==> src/pkg/smp_pkg.sv <==
/*
  smp_pkg: constants and types shared by the serial-flash self-programming
  loader and its flash read engine.
  Assumes a 200 MHz pclk and one standard 24-bit-address read command.
*/
package smp_pkg;
  // clock figures
  localparam int CLK_HZ = 200_000_000; // pclk rate
  localparam int SCK_HZ = 20_000_000; // fixed flash clock rate
  localparam int HALF_CYC = CLK_HZ / (2 * SCK_HZ); // pclk cycles per half
  localparam int BOOT_WAIT = 8; // cycles for strap synchronisers to settle
  // flash command framing
  localparam logic [7:0] READ_CMD = 8'h03; // standard read
  localparam int CMD_BITS = 32; // command plus 24 address bits
  localparam int ADDR_W = 24; // flash address width
  localparam logic [23:0] DIR_BASE = 24'h000000; // directory location
  localparam logic [15:0] DIR_BYTES = 16'h0010; // two entries of 8 bytes
  localparam int ENTRY_BYTES = 8; // addr(4) len(2) version(2)
  // register map, byte addresses on apb
  localparam logic [11:0] REG_CTRL = 12'h000; // control
  localparam logic [11:0] REG_SERVICE = 12'h004; // service descriptor
  localparam logic [11:0] REG_STATUS = 12'h008; // status
  localparam logic [11:0] REG_AUTH_ADDR = 12'h00C; // bitstream address
  localparam logic [11:0] REG_VERSION = 12'h010; // programmed version
  localparam int CTRL_AU_BIT = 0; // auto update enable
  localparam logic AU_EN_RESET = 1'b0; // auto update off after reset
  localparam int STAT_BUSY_BIT = 0;
  localparam int STAT_DONE_BIT = 1;
  localparam int STAT_MASTER_BIT = 2;
  localparam int STAT_BLANK_BIT = 3;
  localparam int STAT_CODE_LSB = 8;
  // service descriptor layout
  localparam int DESC_W = 16;
  localparam int DESC_CMD_W = 7;
  localparam int DESC_OFF_LSB = 7;
  localparam logic [6:0] SVC_AUTH_BITS = 7'h23; // bitstream authentication
  localparam logic [6:0] SVC_AUTH_IMG = 7'h22; // image authentication
  localparam logic [6:0] SVC_UPDATE = 7'h46; // auto update
  localparam logic [6:0] SVC_IAP = 7'h42; // in-application programming
  // answer codes
  localparam logic [7:0] ST_OK = 8'h00;
  localparam logic [7:0] ST_ERR_IMAGE = 8'h01; // empty or missing image
  localparam logic [7:0] ST_ERR_CMD = 8'h02; // unknown or not allowed
  localparam logic [7:0] ST_ERR_BUSY = 8'h03; // request while busy
  typedef enum {OP_NONE, OP_AUTOPROG, OP_UPDATE, OP_IAP, OP_RECOVER,
                OP_AUTH_BITS, OP_AUTH_IMG} smp_op_t;
  typedef enum {S_BOOT, S_EVAL, S_IDLE, S_DIR, S_DIR_WAIT, S_CHOOSE,
                S_IMG, S_IMG_WAIT, S_FINISH} smp_state_t;
endpackage

==> src/logic/smp_spi_read.sv <==
/*
  smp_spi_read: serial flash read engine, mode 3, fixed clock rate.
  Assumes miso is already synchronised into pclk by the caller.
*/
`timescale 1ns/1ps
`default_nettype none
module smp_spi_read #(
  parameter int HALF = smp_pkg::HALF_CYC
) (
  input wire logic pclk,
  input wire logic presetn,
  input wire logic start,
  input wire logic [smp_pkg::ADDR_W-1:0] addr,
  input wire logic [15:0] len,
  output logic [7:0] byte_data,
  output logic byte_valid,
  output logic done,
  output logic busy,
  output logic sck,
  output logic cs_n,
  output logic mosi,
  input wire logic miso
);
  import smp_pkg::*;
  // the divider is fixed by elaboration, software cannot reach it
  if (HALF < 2 || HALF > 255) begin : g_bad_half
    $error("smp_spi_read: HALF out of range");
  end
  logic [7:0] div; // half-period counter
  logic first; // no bit shifted yet
  logic [19:0] nbit; // bits completed
  logic [19:0] total; // bits in the whole frame
  logic [31:0] out_sh; // command and address shifter
  logic [7:0] in_sh; // incoming byte shifter
  wire tick = (div == 8'(HALF - 1));
  wire last_bit = ((nbit + 20'd1) == total);
  wire data_ph = (nbit >= 20'(CMD_BITS));
  wire byte_end = data_ph && (nbit[2:0] == 3'h7);
  wire [7:0] next_in = {in_sh[6:0], miso};
  // one frame: select low, read command, address, then len data bytes
  always_ff @(posedge pclk or negedge presetn) begin
    if (!presetn) begin
      div <= 8'h00;
      first <= 1'b1;
      nbit <= 20'h00000;
      total <= 20'h00000;
      out_sh <= 32'h00000000;
      in_sh <= 8'h00;
      byte_data <= 8'h00;
      byte_valid <= 1'b0;
      done <= 1'b0;
      busy <= 1'b0;
      sck <= 1'b1; // mode 3 idles high
      cs_n <= 1'b1;
      mosi <= 1'b1;
    end else begin
      byte_valid <= 1'b0;
      done <= 1'b0;
      if (!busy) begin
        div <= 8'h00;
        if (start) begin
          busy <= 1'b1;
          cs_n <= 1'b0;
          first <= 1'b1;
          nbit <= 20'h00000;
          total <= 20'(CMD_BITS) + 20'({len, 3'b000});
          out_sh <= {READ_CMD, addr};
        end
      end else begin
        div <= tick ? 8'h00 : div + 8'h01; // fixed rate
        if (tick && sck) begin
          // sample just before the falling edge, shift out on it
          if (!first) begin
            in_sh <= next_in;
            nbit <= nbit + 20'd1;
          end
          if (!first && byte_end) begin
            byte_data <= next_in;
            byte_valid <= 1'b1;
          end
          if (!first && last_bit) begin
            cs_n <= 1'b1; // frame ends with clock high
            busy <= 1'b0;
            done <= 1'b1;
          end else begin
            sck <= 1'b0;
            mosi <= out_sh[31];
            out_sh <= {out_sh[30:0], 1'b0};
            first <= 1'b0;
          end
        end else if (tick) begin
          sck <= 1'b1; // rising edge, flash samples mosi
        end
      end
    end
  end
endmodule // smp_spi_read
`default_nettype wire

==> src/logic/smp_loader.sv <==
/*
  smp_loader: self-programming controller fetching images from serial
  flash, with an apb register slave for service requests.
  Assumes the nonvolatile state (blank, version, pending marks) is kept
  by a neighbour block on pclk, and that programming bytes are consumed
  at the flash byte rate with no back-pressure.
*/
`timescale 1ns/1ps
`default_nettype none
module smp_loader (
  input wire logic pclk,
  input wire logic presetn,
  input wire logic psel,
  input wire logic penable,
  input wire logic pwrite,
  input wire logic [11:0] paddr,
  input wire logic [31:0] pwdata,
  output logic [31:0] prdata,
  output logic pready,
  output logic pslverr,
  input wire logic spi_en_strap,
  input wire logic serial_role_strap,
  output logic flash_sck,
  output logic flash_sck_oe,
  output logic flash_cs_n,
  output logic flash_cs_n_oe,
  output logic flash_mosi,
  output logic flash_mosi_oe,
  input wire logic flash_miso,
  input wire logic nv_blank,
  input wire logic [15:0] nv_version,
  input wire logic nv_prog_pending,
  input wire logic nv_mem_phase,
  output logic [7:0] prog_data,
  output logic prog_valid,
  output logic nv_pending_set,
  output logic nv_pending_clr,
  output logic nv_version_wr,
  output logic [15:0] nv_version_new,
  output logic restart_req,
  output logic ext_cmd_block
);
  import smp_pkg::*;
  localparam int NSYNC = 3; // miso, role strap, enable strap
  // pin synchronisers, a change counts when stages two and three agree
  logic [NSYNC-1:0] sync1; // first stage, read only by sync2
  logic [NSYNC-1:0] sync2;
  logic [NSYNC-1:0] sync3;
  logic [NSYNC-1:0] filt; // agreed pin levels
  wire [NSYNC-1:0] pin_raw = {spi_en_strap, serial_role_strap, flash_miso};
  genvar gi;
  for (gi = 0; gi < NSYNC; gi++) begin : g_sync
    always_ff @(posedge pclk or negedge presetn) begin
      if (!presetn) begin
        sync1[gi] <= 1'b0;
        sync2[gi] <= 1'b0;
        sync3[gi] <= 1'b0;
        filt[gi] <= 1'b0;
      end else begin
        sync1[gi] <= pin_raw[gi];
        sync2[gi] <= sync1[gi];
        sync3[gi] <= sync2[gi];
        if (sync2[gi] == sync3[gi]) begin
          filt[gi] <= sync3[gi];
        end
      end
    end
  end
  wire miso_s = filt[0];
  // state
  smp_state_t state; // main sequence
  smp_op_t op; // operation in flight
  logic [3:0] boot_cnt; // strap settle counter
  logic master_ok; // both straps one, caught after reset
  logic au_en; // auto update enable
  logic [15:0] desc; // last service descriptor
  logic [23:0] auth_addr; // bitstream location for authentication
  logic [7:0] last_status; // answer code
  logic svc_done; // sticky answer flag
  logic from_svc; // operation came from a request
  logic [3:0] dir_idx; // directory byte index
  logic [7:0] dir_mem [0:DIR_BYTES-1]; // directory bytes
  logic [ADDR_W-1:0] ent_addr [0:1]; // image addresses
  logic [15:0] ent_len [0:1]; // image lengths
  logic [15:0] ent_ver [0:1]; // image versions
  // spi engine wires
  logic spi_bv, spi_done, spi_busy;
  logic [7:0] spi_byte;
  // directory entry decode, big-endian fields
  for (gi = 0; gi < 2; gi++) begin : g_ent
    localparam int B = gi * ENTRY_BYTES;
    assign ent_addr[gi] = {dir_mem[B+1], dir_mem[B+2], dir_mem[B+3]};
    assign ent_len[gi] = {dir_mem[B+4], dir_mem[B+5]};
    assign ent_ver[gi] = {dir_mem[B+6], dir_mem[B+7]};
  end
  // image selection: newest of two, or the index from the descriptor
  wire newer = (ent_ver[1] > ent_ver[0]);
  wire by_index = (op == OP_IAP) || (op == OP_AUTH_IMG);
  wire bad_index = by_index && (desc[14:8] != 7'h00);
  wire sel = by_index ? desc[DESC_OFF_LSB] : newer;
  wire [ADDR_W-1:0] sel_addr = (op == OP_AUTH_BITS) ? auth_addr
                                                    : ent_addr[sel];
  wire [15:0] sel_len = ent_len[sel];
  wire [15:0] sel_ver = ent_ver[sel];
  wire do_prog = (op == OP_AUTOPROG) || (op == OP_UPDATE) ||
                 (op == OP_IAP) || (op == OP_RECOVER);
  wire same_ver = (op == OP_UPDATE) && (sel_ver == nv_version);
  wire busy = (state != S_IDLE) && (state != S_BOOT) && (state != S_EVAL);
  // descriptor fields
  wire [DESC_CMD_W-1:0] wr_cmd = pwdata[DESC_CMD_W-1:0];
  wire cmd_known = (wr_cmd == SVC_AUTH_BITS) || (wr_cmd == SVC_AUTH_IMG) ||
                   (wr_cmd == SVC_UPDATE) || (wr_cmd == SVC_IAP);
  // apb decode, zero wait states
  wire acc = psel && penable;
  wire wr_en = acc && pwrite;
  wire hit = (paddr == REG_CTRL) || (paddr == REG_SERVICE) ||
             (paddr == REG_STATUS) || (paddr == REG_AUTH_ADDR) ||
             (paddr == REG_VERSION);
  wire wr_svc = wr_en && (paddr == REG_SERVICE);
  wire svc_idle = (state == S_IDLE);
  wire svc_go = wr_svc && svc_idle && master_ok && cmd_known;
  wire svc_rej = wr_svc && !svc_go;
  wire done_clr = wr_en && (paddr == REG_STATUS) && pwdata[STAT_DONE_BIT];
  wire done_set = ((state == S_FINISH) && from_svc) || svc_rej;
  wire [31:0] stat_word = {16'h0000, last_status, 4'h0, nv_blank, master_ok,
                           svc_done, busy};
  wire [31:0] rd_word = (paddr == REG_CTRL) ? {31'h0, au_en} :
                        (paddr == REG_SERVICE) ? {16'h0000, desc} :
                        (paddr == REG_STATUS) ? stat_word :
                        (paddr == REG_AUTH_ADDR) ? {8'h00, auth_addr} :
                        (paddr == REG_VERSION) ? {16'h0000, nv_version} :
                        32'h00000000;
  assign pready = 1'b1; // same slave answers the bridge bus too
  assign pslverr = acc && !hit;
  // outputs enabled only in master configuration
  assign flash_sck_oe = master_ok;
  assign flash_cs_n_oe = master_ok;
  assign flash_mosi_oe = master_ok;
  // external jtag and slave commands held off while a job runs
  assign ext_cmd_block = busy;
  // flash engine start: directory then image, one cycle per request
  wire spi_start = (state == S_DIR) || (state == S_IMG);
  wire [ADDR_W-1:0] spi_addr = (state == S_DIR) ? DIR_BASE : sel_addr;
  wire [15:0] spi_len = (state == S_DIR) ? DIR_BYTES : sel_len;
  smp_spi_read u_spi (
    .pclk(pclk),
    .presetn(presetn),
    .start(spi_start),
    .addr(spi_addr),
    .len(spi_len),
    .byte_data(spi_byte),
    .byte_valid(spi_bv),
    .done(spi_done),
    .busy(spi_busy),
    .sck(flash_sck),
    .cs_n(flash_cs_n),
    .mosi(flash_mosi),
    .miso(miso_s)
  );
  // registers software writes; read data latched in the setup phase
  always_ff @(posedge pclk or negedge presetn) begin
    if (!presetn) begin
      au_en <= AU_EN_RESET; // off until the design turns it on
      auth_addr <= 24'h000000;
      prdata <= 32'h00000000;
      svc_done <= 1'b0;
    end else begin
      if (wr_en && paddr == REG_CTRL) au_en <= pwdata[CTRL_AU_BIT];
      if (wr_en && paddr == REG_AUTH_ADDR) auth_addr <= pwdata[23:0];
      if (psel && !penable) prdata <= rd_word;
      // a new answer wins over a clear in the same cycle
      svc_done <= done_set || (svc_done && !done_clr);
    end
  end
  // directory capture
  always_ff @(posedge pclk) begin
    if (state == S_DIR_WAIT && spi_bv) dir_mem[dir_idx] <= spi_byte;
  end
  // main sequence
  always_ff @(posedge pclk or negedge presetn) begin
    if (!presetn) begin
      state <= S_BOOT;
      op <= OP_NONE;
      boot_cnt <= 4'h0;
      master_ok <= 1'b0;
      desc <= 16'h0000;
      last_status <= ST_OK;
      from_svc <= 1'b0;
      dir_idx <= 4'h0;
      prog_data <= 8'h00;
      prog_valid <= 1'b0;
      nv_pending_set <= 1'b0;
      nv_pending_clr <= 1'b0;
      nv_version_wr <= 1'b0;
      nv_version_new <= 16'h0000;
      restart_req <= 1'b0;
    end else begin
      prog_valid <= 1'b0;
      nv_pending_set <= 1'b0;
      nv_pending_clr <= 1'b0;
      nv_version_wr <= 1'b0;
      restart_req <= 1'b0;
      // a refused write must not retarget the job in flight
      if (svc_go) desc <= pwdata[DESC_W-1:0];
      if (svc_rej) last_status <= svc_idle ? ST_ERR_CMD : ST_ERR_BUSY;
      case (state)
        S_BOOT: begin
          // straps are caught once after reset, never switched live
          boot_cnt <= boot_cnt + 4'h1;
          if (boot_cnt == 4'(BOOT_WAIT - 1)) begin
            master_ok <= filt[2] && filt[1];
            state <= S_EVAL;
          end
        end
        S_EVAL: begin
          // start-up checks run only in master configuration
          from_svc <= 1'b0;
          state <= S_DIR;
          if (!master_ok) begin
            state <= S_IDLE;
          end else if (nv_prog_pending && !nv_mem_phase) begin
            op <= OP_RECOVER;
          end else begin
            nv_pending_clr <= nv_prog_pending; // boot normally
            if (nv_blank) begin
              op <= OP_AUTOPROG;
            end else if (au_en) begin
              op <= OP_UPDATE;
            end else begin
              state <= S_IDLE;
            end
          end
        end
        S_IDLE: begin
          if (svc_go) begin
            from_svc <= 1'b1;
            state <= S_DIR;
            case (wr_cmd)
              SVC_AUTH_BITS: op <= OP_AUTH_BITS;
              SVC_AUTH_IMG: op <= OP_AUTH_IMG;
              SVC_UPDATE: op <= OP_UPDATE;
              default: op <= OP_IAP; // only on request
            endcase
          end
        end
        S_DIR: begin
          dir_idx <= 4'h0;
          state <= S_DIR_WAIT;
        end
        S_DIR_WAIT: begin
          if (spi_bv) dir_idx <= dir_idx + 4'h1;
          if (spi_done) state <= S_CHOOSE;
        end
        S_CHOOSE: begin
          if (sel_len == 16'h0000 || bad_index) begin
            last_status <= ST_ERR_IMAGE;
            state <= S_FINISH;
          end else if (same_ver) begin
            last_status <= ST_OK; // nothing to do
            state <= S_FINISH;
          end else begin
            nv_pending_set <= do_prog;
            state <= S_IMG;
          end
        end
        S_IMG: begin
          state <= S_IMG_WAIT;
        end
        S_IMG_WAIT: begin
          // runs to the end, nothing aborts it
          prog_data <= spi_byte;
          prog_valid <= spi_bv && do_prog;
          if (spi_done) begin
            nv_pending_clr <= do_prog;
            nv_version_wr <= do_prog;
            nv_version_new <= sel_ver;
            restart_req <= do_prog;
            last_status <= ST_OK;
            state <= S_FINISH;
          end
        end
        S_FINISH: begin
          op <= OP_NONE;
          state <= S_IDLE;
        end
        default: state <= S_IDLE;
      endcase
    end
  end
endmodule // smp_loader
`default_nettype wire

==> config.mk <==
export PLATFORM = sky130hd
export DESIGN_NAME = smp_loader
export DESIGN_NICKNAME = d
export VERILOG_FILES = /design/src/pkg/smp_pkg.sv /design/src/logic/smp_spi_read.sv /design/src/logic/smp_loader.sv
export SDC_FILE = /design/constraint.sdc
export NUM_CORES = 1
export LEC_CHECK = 0
export BUFFER_PORTS_ARGS = -buffer_cell sky130_fd_sc_hd__buf_2
export CORE_AREA = 2 2 236 238
export CTS_CLUSTER_DIAMETER = 60
export DETAILED_ROUTE_END_ITERATION = 12
export DIE_AREA = 0 0 238 240
export PLACE_DENSITY = 0.52
export SLEW_MARGIN = 30
export SYNTH_ARGS = -nofsm -noshare
export SYNTH_HDL_FRONTEND = slang
export SYNTH_SLANG_ARGS = --single-unit
==> constraint.sdc <==
create_clock -name pclk -period 8.2 [get_ports pclk]
set_input_delay 1.64 -clock pclk [delete_from_list [all_inputs] [get_ports pclk]]
set_output_delay 1.64 -clock pclk [all_outputs]
set_load 0.005 [all_outputs]
# --- After elaboration in Yosys (flattened, before gate mapping) ---
# Memories as Yosys holds them, arrays and structs flattened.
# Cells that the tools add are included.
op_classes:
  n_addsub: 5
  n_lt_le_gt_ge: 3
  eq_ne: 49
  n_mux: 87
  bitwise_logic: 4
  n_reduce_logical: 72
ops:
  columns: ["op", "n"]
  rows:
  - ["2-to-1 mux 32 bit", 13]
  - ["== test 32 x 3 -> 1 bit (second input constant)", 8]
  - ["one-hot mux 32 bit (8 select lines)", 1]
  - ["2-to-1 mux 24 bit", 9]
  - ["== test 32 x 4 -> 1 bit (second input constant)", 6]
  - ["2-to-1 mux 16 bit", 8]
  - ["== test 32 x 2 -> 1 bit (second input constant)", 3]
  - ["one-hot mux 32 bit (3 select lines)", 1]
  - ["2-to-1 mux 20 bit", 4]
  - ["2-to-1 mux 8 bit", 6]
  - ["2-to-1 mux 1 bit", 37]
  - ["== test 32 x 1 -> 1 bit (second input constant)", 1]
  - ["== test 32 x 5 -> 1 bit (second input constant)", 1]
  - ["zero test 32 bit", 1]
  - ["inequality test 32 x 2 -> 1 bit (second input constant)", 1]
  - ["inequality test 32 x 3 -> 1 bit (second input constant)", 1]
  - ["nonzero test 32 bit", 1]
  - ["logical AND 1 bit", 27]
  - ["== test 12 x 4 -> 1 bit (second input constant)", 2]
  - ["AND reduction 3 bit", 7]
  - ["adder 20 x 1 -> 20 bit (second input constant)", 1]
  - ["adder 6 x 19 -> 20 bit (first input constant)", 1]
  - ["== test 20 bit", 1]
  - ["greater-or-equal comparator 20 x 6 -> 1 bit (second input constant)", 1]
  - ["32 further kinds", 78]
word_totals:
  register_bits: 298
  ramBits: 128
  inputBits: 71
  out_inout_bits: 70
  word_cells: 264
  mem_count: 1
mem_list:
  columns: ["memory", "words", "width", "read_ports", "rd_ports_with_merged_regs", "wr", "line", "source"]
  rows:
  - ["dir_mem", 16, 8, 14, 0, 1, "smp_loader.sv:82", "logic [7:0] dir_mem [0:DIR_BYTES-1];"]

# --- Longest topological paths before layout ---
depth:
  ltp_word: 12
  depth_mapped: 18
  mapped_depth_nobuf: 14

# --- By module ---
# Synthesis repeated with hierarchy kept, for this count alone.
hier_totals:
  hier_cells: 1573
  hier_area_um2: 16713.5
modules_own_cells:
  columns: ["module", "instances", "cells_each", "area_per_inst_um2", "seq_area_each_um2"]
  rows:
  - ["smp_loader", 1, 1014, 11140.7, 6641.4]
  - ["smp_spi_read", 1, 559, 5572.8, 2482.4]

# --- Least setup slack after synthesis ---
# OpenSTA, ideal clock, no wires.
synth_timing:
  kind: "input -> output"
  startpoint: "input port paddr[10]"
  endpoint: "output port pslverr"
  arrival_time_ps: 3156
  t_required_ps: 6560
  path_slack_ps: 3404
  cell_stages: 6
  n_path_buf: 2
  cell_sequence: "or4_1 -> nor3_1 -> and3_1 -> clkbuf_1 -> clkbuf_1 -> a2111oi_0"
synth_between:
  elab_chain_cells: 7
  elab_cells_between_ends: 11
  cone_classes: "eq/ne (4); reduce/logical (7)"
synth_lines:
  columns: ["element", "line", "source"]
  rows:
  - ["from (decl)", "smp_loader.sv:16", "input wire logic [11:0] paddr,"]
  - ["== test 12 x 3 -> 1 bit or zero test 12 bit (tied branches)", "smp_loader.sv:116", "wire hit = (paddr == REG_CTRL) || (paddr == REG_SERVICE) ||"]
  - ["logical OR 1 bit (2 in series)", "smp_loader.sv:116", null]
  - ["logical OR 1 bit", "smp_loader.sv:117", "(paddr == REG_STATUS) || (paddr == REG_AUTH_ADDR) ||"]
  - ["logical OR 1 bit *", "smp_loader.sv:117", null]
  - ["zero test 1 bit *", "smp_loader.sv:134", "assign pslverr = acc && !hit;"]
  - ["logical AND 1 bit *", "smp_loader.sv:134", null]
  - ["to (decl)", "smp_loader.sv:20", "output logic pslverr,"]
# Mark *: on every way between the ends. The rest lies on a longest branch, timed or not.

# --- Final worst setup path ---
# Ends and elaborated chain as after synthesis.

==> results.md <==
- The flow ran to the end, and the final reports show no timing, DRC or antenna violations.
- STA classifies the critical path endpoint as an output pin.
- The total number of vias is approximately 12000.
- For the worst setup path, the data required time is 6.56 ns.
- The hold buffer count at cts is 0.
- For this block, the initial DRC count from the detailed router was 730.
- Summed over all cells, the static leakage comes to around 8.1 nW.
- The final worst-path cycle share is ~66%.
- The most common library cell in the layout ignoring fill and taps is sky130_fd_sc_hd__dfrtp_1.
- At the worst endpoint, the arrival time is 3.74 ns.
- The via density per instance is 4.99.
- The share of flip-flops with an asynchronous set or reset is 67.3%.
- The per-instance average area after synthesis is roughly 11 um2.
- The number of cells on the worst hold path is 0.
- The transition time at the pin with the least slew margin is approximately 0.89 ns.
- Entering global routing, the biggest net connects 139 pins.
- The synthesized design contains ~110 enable-type register cells.
- The number of setup violations in the final report is 0.
- In this run, CTS created clock tree buffers numbering 39.
- The H-tree was split into 2 levels.
- Detailed placement ended at an HPWL of 29800 um.
- The total overflow left after global routing is 0.
- The maximum fanout along the worst path is 18.
- The number of antenna violations at the first check in global routing is 0.
- Setup repair after global routing left no endpoint under its margin.
- The number of distinct library cells after synthesis is 80.
- After clock tree synthesis, the clock-pin slew on the worst setup and hold paths is about 0.06 ns.
- The multi-input combinational cells in the finished layout cover a total of roughly 0.0065 mm2.
- For the final routed database, the setup TNS stands at 0 ns.
- The path length in cells of the critical path is 6.
- The worst-case IR drop observed on VDD is between 0.0001 and 0.00015 V.
- Fill cells in the final layout number about 5400.
- Dividing the detail-routed wire length by the instance count gives between 15 and 20 um.
- The number of nets with antenna violations after detailed routing is 0.
- The number of global-route vias before repair was 11401.
- The synthesized flop and latch total is about 340.
- The flip-flop cell with the highest count after synthesis is sky130_fd_sc_hd__dfrtp_1.
- The layout-stage area growth over the synthesis result is 16.0%.
- The number of ports placed on the die boundary is between 100 and 150.
- The power per standard cell area is roughly 200 mW/mm2.
- By area the synthesized netlist is led by sky130_fd_sc_hd__dfrtp_1, sky130_fd_sc_hd__edfxtp_1, sky130_fd_sc_hd__mux2i_1.
- The sequential cell area fraction in the yosys report is 56.2%.
- The cell sitting at the root of the clock tree is a sky130_fd_sc_hd__clkbuf_16.
- The count of unresolved DRC violations after routing is 0.
- The post-CTS setup buffer count is 0.
- For this run, the number of Yosys warnings is 0.
- By startpoint and endpoint, the worst setup path is classified as input port to output pin.
- The synthesized design spends more area on one cell type than any other, namely sky130_fd_sc_hd__dfrtp_1.
- The final layout contains 1688 nets.
- The number of detailed-route iterations in the first pass is 6.
- The setup slack after layout is ~2.8 ns.
- The setup clock skew after layout is a little under 0.03 ns.
- The count of pins over their slew limit is 0.
- The number of max-cap violations is 0.
- The clock reaches the later pin of the worst-skew pair after about 0.56 ns.
- Routability-driven placement finished with a final weighted congestion of 0.833.
- The worst relative slew slack is roughly two fifths.
- In this run the biggest area consumer among cell types represents a little over a third of the synthesized area.
- The number of buffers and inverters on the critical path is 2.
- The post-CTS resize count is 0.
- Static timing analysis puts the maximum clock frequency at about 0.19 GHz.
- The placeable core region is about 0.055 mm2.
- The total die area is about 0.057 mm2.
- The final layout contains routed wiring with a total length of between 40000 and 50000 um.
- The cell family contributing the most delay on the critical path is simple AND/OR/NAND/NOR gates.
- The element type at the critical path start is an input port.
- Cells fill roughly 34% of the core in the end.
- Measured along the y axis, the die boundary spans roughly 240 um.
- For this run, the slowest stage of the critical path takes ~0.75 ns.
- The most used cell along the critical path is sky130_fd_sc_hd__buf_2.
- The signal on the critical path passes through buf_2 > or4_1 > nor3_1 > and4b_1 > a2111oi_0 > buf_2.
- Leaving out fill and tap cells, the most frequent cells in the layout are sky130_fd_sc_hd__dfrtp_1, sky130_fd_sc_hd__nand2_1, sky130_fd_sc_hd__o21ai_0.
- After technology mapping, the gate count stands at approximately 1500.
- For this design, the slowest cell found on the critical path is sky130_fd_sc_hd__and4b_1.
- The worst setup slack before clock tree synthesis is around 2.8 ns.
- The final critical delay including setup and external delays is 5.38 ns.
- In the final layout, flip-flops and latches occupy between 0.009 and 0.01 mm2.
- The number of rows created at floorplan is 86.
- TritonCTS built the clock tree.
- The synthesized netlist occupies a cell area of approximately 0.016 mm2.
- In the global route stage, overall resource usage came out at between 10% and 20%.
- The count of buffers from port buffering is ~120.
- For this design, the sink count on the clock tree is 342.
- The min-delay analysis places its worst path in the category flop to flop.
- From left edge to right edge, the die measures approximately 240 um.
- The initial standard-cell utilization of the core is ~30%.
- The global-route wire length before repair is roughly 67000 um.
- The final count of hold timing violations is 0.
- Of the cells placed in the final design, the portion with a size suffix greater than 1 is 17.9%.
- The depth of the most critical reg-to-reg path is 10.
- Counting along the longest clock path gives a buffer depth of 3.
cells in the mapped netlist (18+ instances only):
cell type	number
sky130_fd_sc_hd__dfrtp_1	226
sky130_fd_sc_hd__nand2_1	173
sky130_fd_sc_hd__o21ai_0	130
sky130_fd_sc_hd__edfxtp_1	112
sky130_fd_sc_hd__a21oi_1	105
sky130_fd_sc_hd__nor2_1	97
sky130_fd_sc_hd__mux2i_1	76
sky130_fd_sc_hd__inv_1	62
sky130_fd_sc_hd__mux2_2	56
sky130_fd_sc_hd__clkbuf_1	47
sky130_fd_sc_hd__nand3_1	46
sky130_fd_sc_hd__xor2_1	34
sky130_fd_sc_hd__xnor2_1	29
sky130_fd_sc_hd__ha_1	28
sky130_fd_sc_hd__nor4_1	21
sky130_fd_sc_hd__and3_1	19
sky130_fd_sc_hd__nand4_1	18
cell type report:
class	instances	area share (%)
Tap cell	704	4.68
Antenna cell	1	0.0133
Sequential cell	342	48.4
Clock inverter	19	1.28
Timing Repair Buffer	135	3.87
Clock buffer	52	6.16
Inverter	62	1.24
Multi-Input combinational cell	1009	34.4
worst register-to-register path, cell delays in order (launching register included):
cell and delay [ns]:
sky130_fd_sc_hd__edfxtp_1 0.45, sky130_fd_sc_hd__ha_1 0.35, sky130_fd_sc_hd__nand4_1 0.19, sky130_fd_sc_hd__nor4_1 0.48
sky130_fd_sc_hd__a21boi_0 0.29, sky130_fd_sc_hd__o31a_2 0.69, sky130_fd_sc_hd__buf_4 0.78, sky130_fd_sc_hd__o211ai_1 0.37
sky130_fd_sc_hd__o21ai_1 0.64, sky130_fd_sc_hd__o21ai_0 0.20, sky130_fd_sc_hd__nor2_1 0.13
power by group:
part / switching [W] / internal [W]
logic: 0.0000526 / 0.0000201
clock network: 0.000743 / 0.00113
registers: 0.00000241 / 0.00176
stage by stage:
stage | instance area, um2 | power, W | hold slack [ns] | cells
2_1_floorplan | 16300 | 0.00181 | 0.331 | 1501
3_3_place_gp | 17400 | 0.00187 | 0.338 | 2252
3_5_place_dp | 17400 | 0.00187 | 0.336 | 2252
4_1_cts | 18800 | 0.00377 | 0.354 | 2323
5_1_grt | 18800 | 0.00383 | 0.360 | 2323
6_report | 18800 | 0.00371 | 0.347 | 2324
registers in the layout, summed over array words and instances (netlist names), 4 cells and up:
signal           count
u_spi.byte_data      8
u_spi.total         17
dir_idx              4
u_spi.in_sh          7
auth_addr           24
dir_mem            112
prog_data            8
u_spi.div            8
nv_version_new      16
desc                16
state                4
last_status          8
u_spi.out_sh        32
boot_cnt             4
u_spi.nbit          20
prdata              24
cells by family (layout without fill, tap and decap cells):
group | Yosys count | after routing | synth area share [%]
and+or+nand+nor | 454 | 454 | 13.5
DFF | 342 | 342 | 56.2
AOI/OAI and AO/OA | 318 | 318 | 11.4
buffers and inverters | 150 | 268 | 4.39
muxes | 134 | 134 | 8.74
xor gates and xnor gates | 63 | 63 | 3.40
adders and majority gates | 31 | 31 | 2.34
other | 2 | 10 | 0.0462
final timing paths:
| check | start | to | slack, ns |
|---|---|---|---|
| min in group asynchronous | presetn | nv_version_new[10] | 1.10 |
| worst max register to register | dir_mem[14][7] | last_status[1] | 3.57 |
| worst min-delay path | sync1[2] | sync2[2] | 0.35 |
| max in group asynchronous | presetn | u_spi.out_sh[12] | 5.88 |
| worst max-delay path | paddr[10] | pslverr | 2.82 |
| worst min register to register | sync1[2] | sync2[2] | 0.35 |
routing by layer:
metal / GRT usage [%] / share of wire, % / wire length, um
met3: 2.11 / 3.9 / 1680
met5: 0 / 0 / 0
met2: 24.6 / 47 / 20300
met1: 20.1 / 45 / 19500
met4: 6.61 / 3.5 / 1500
Power figures use the tool's default switching activity.
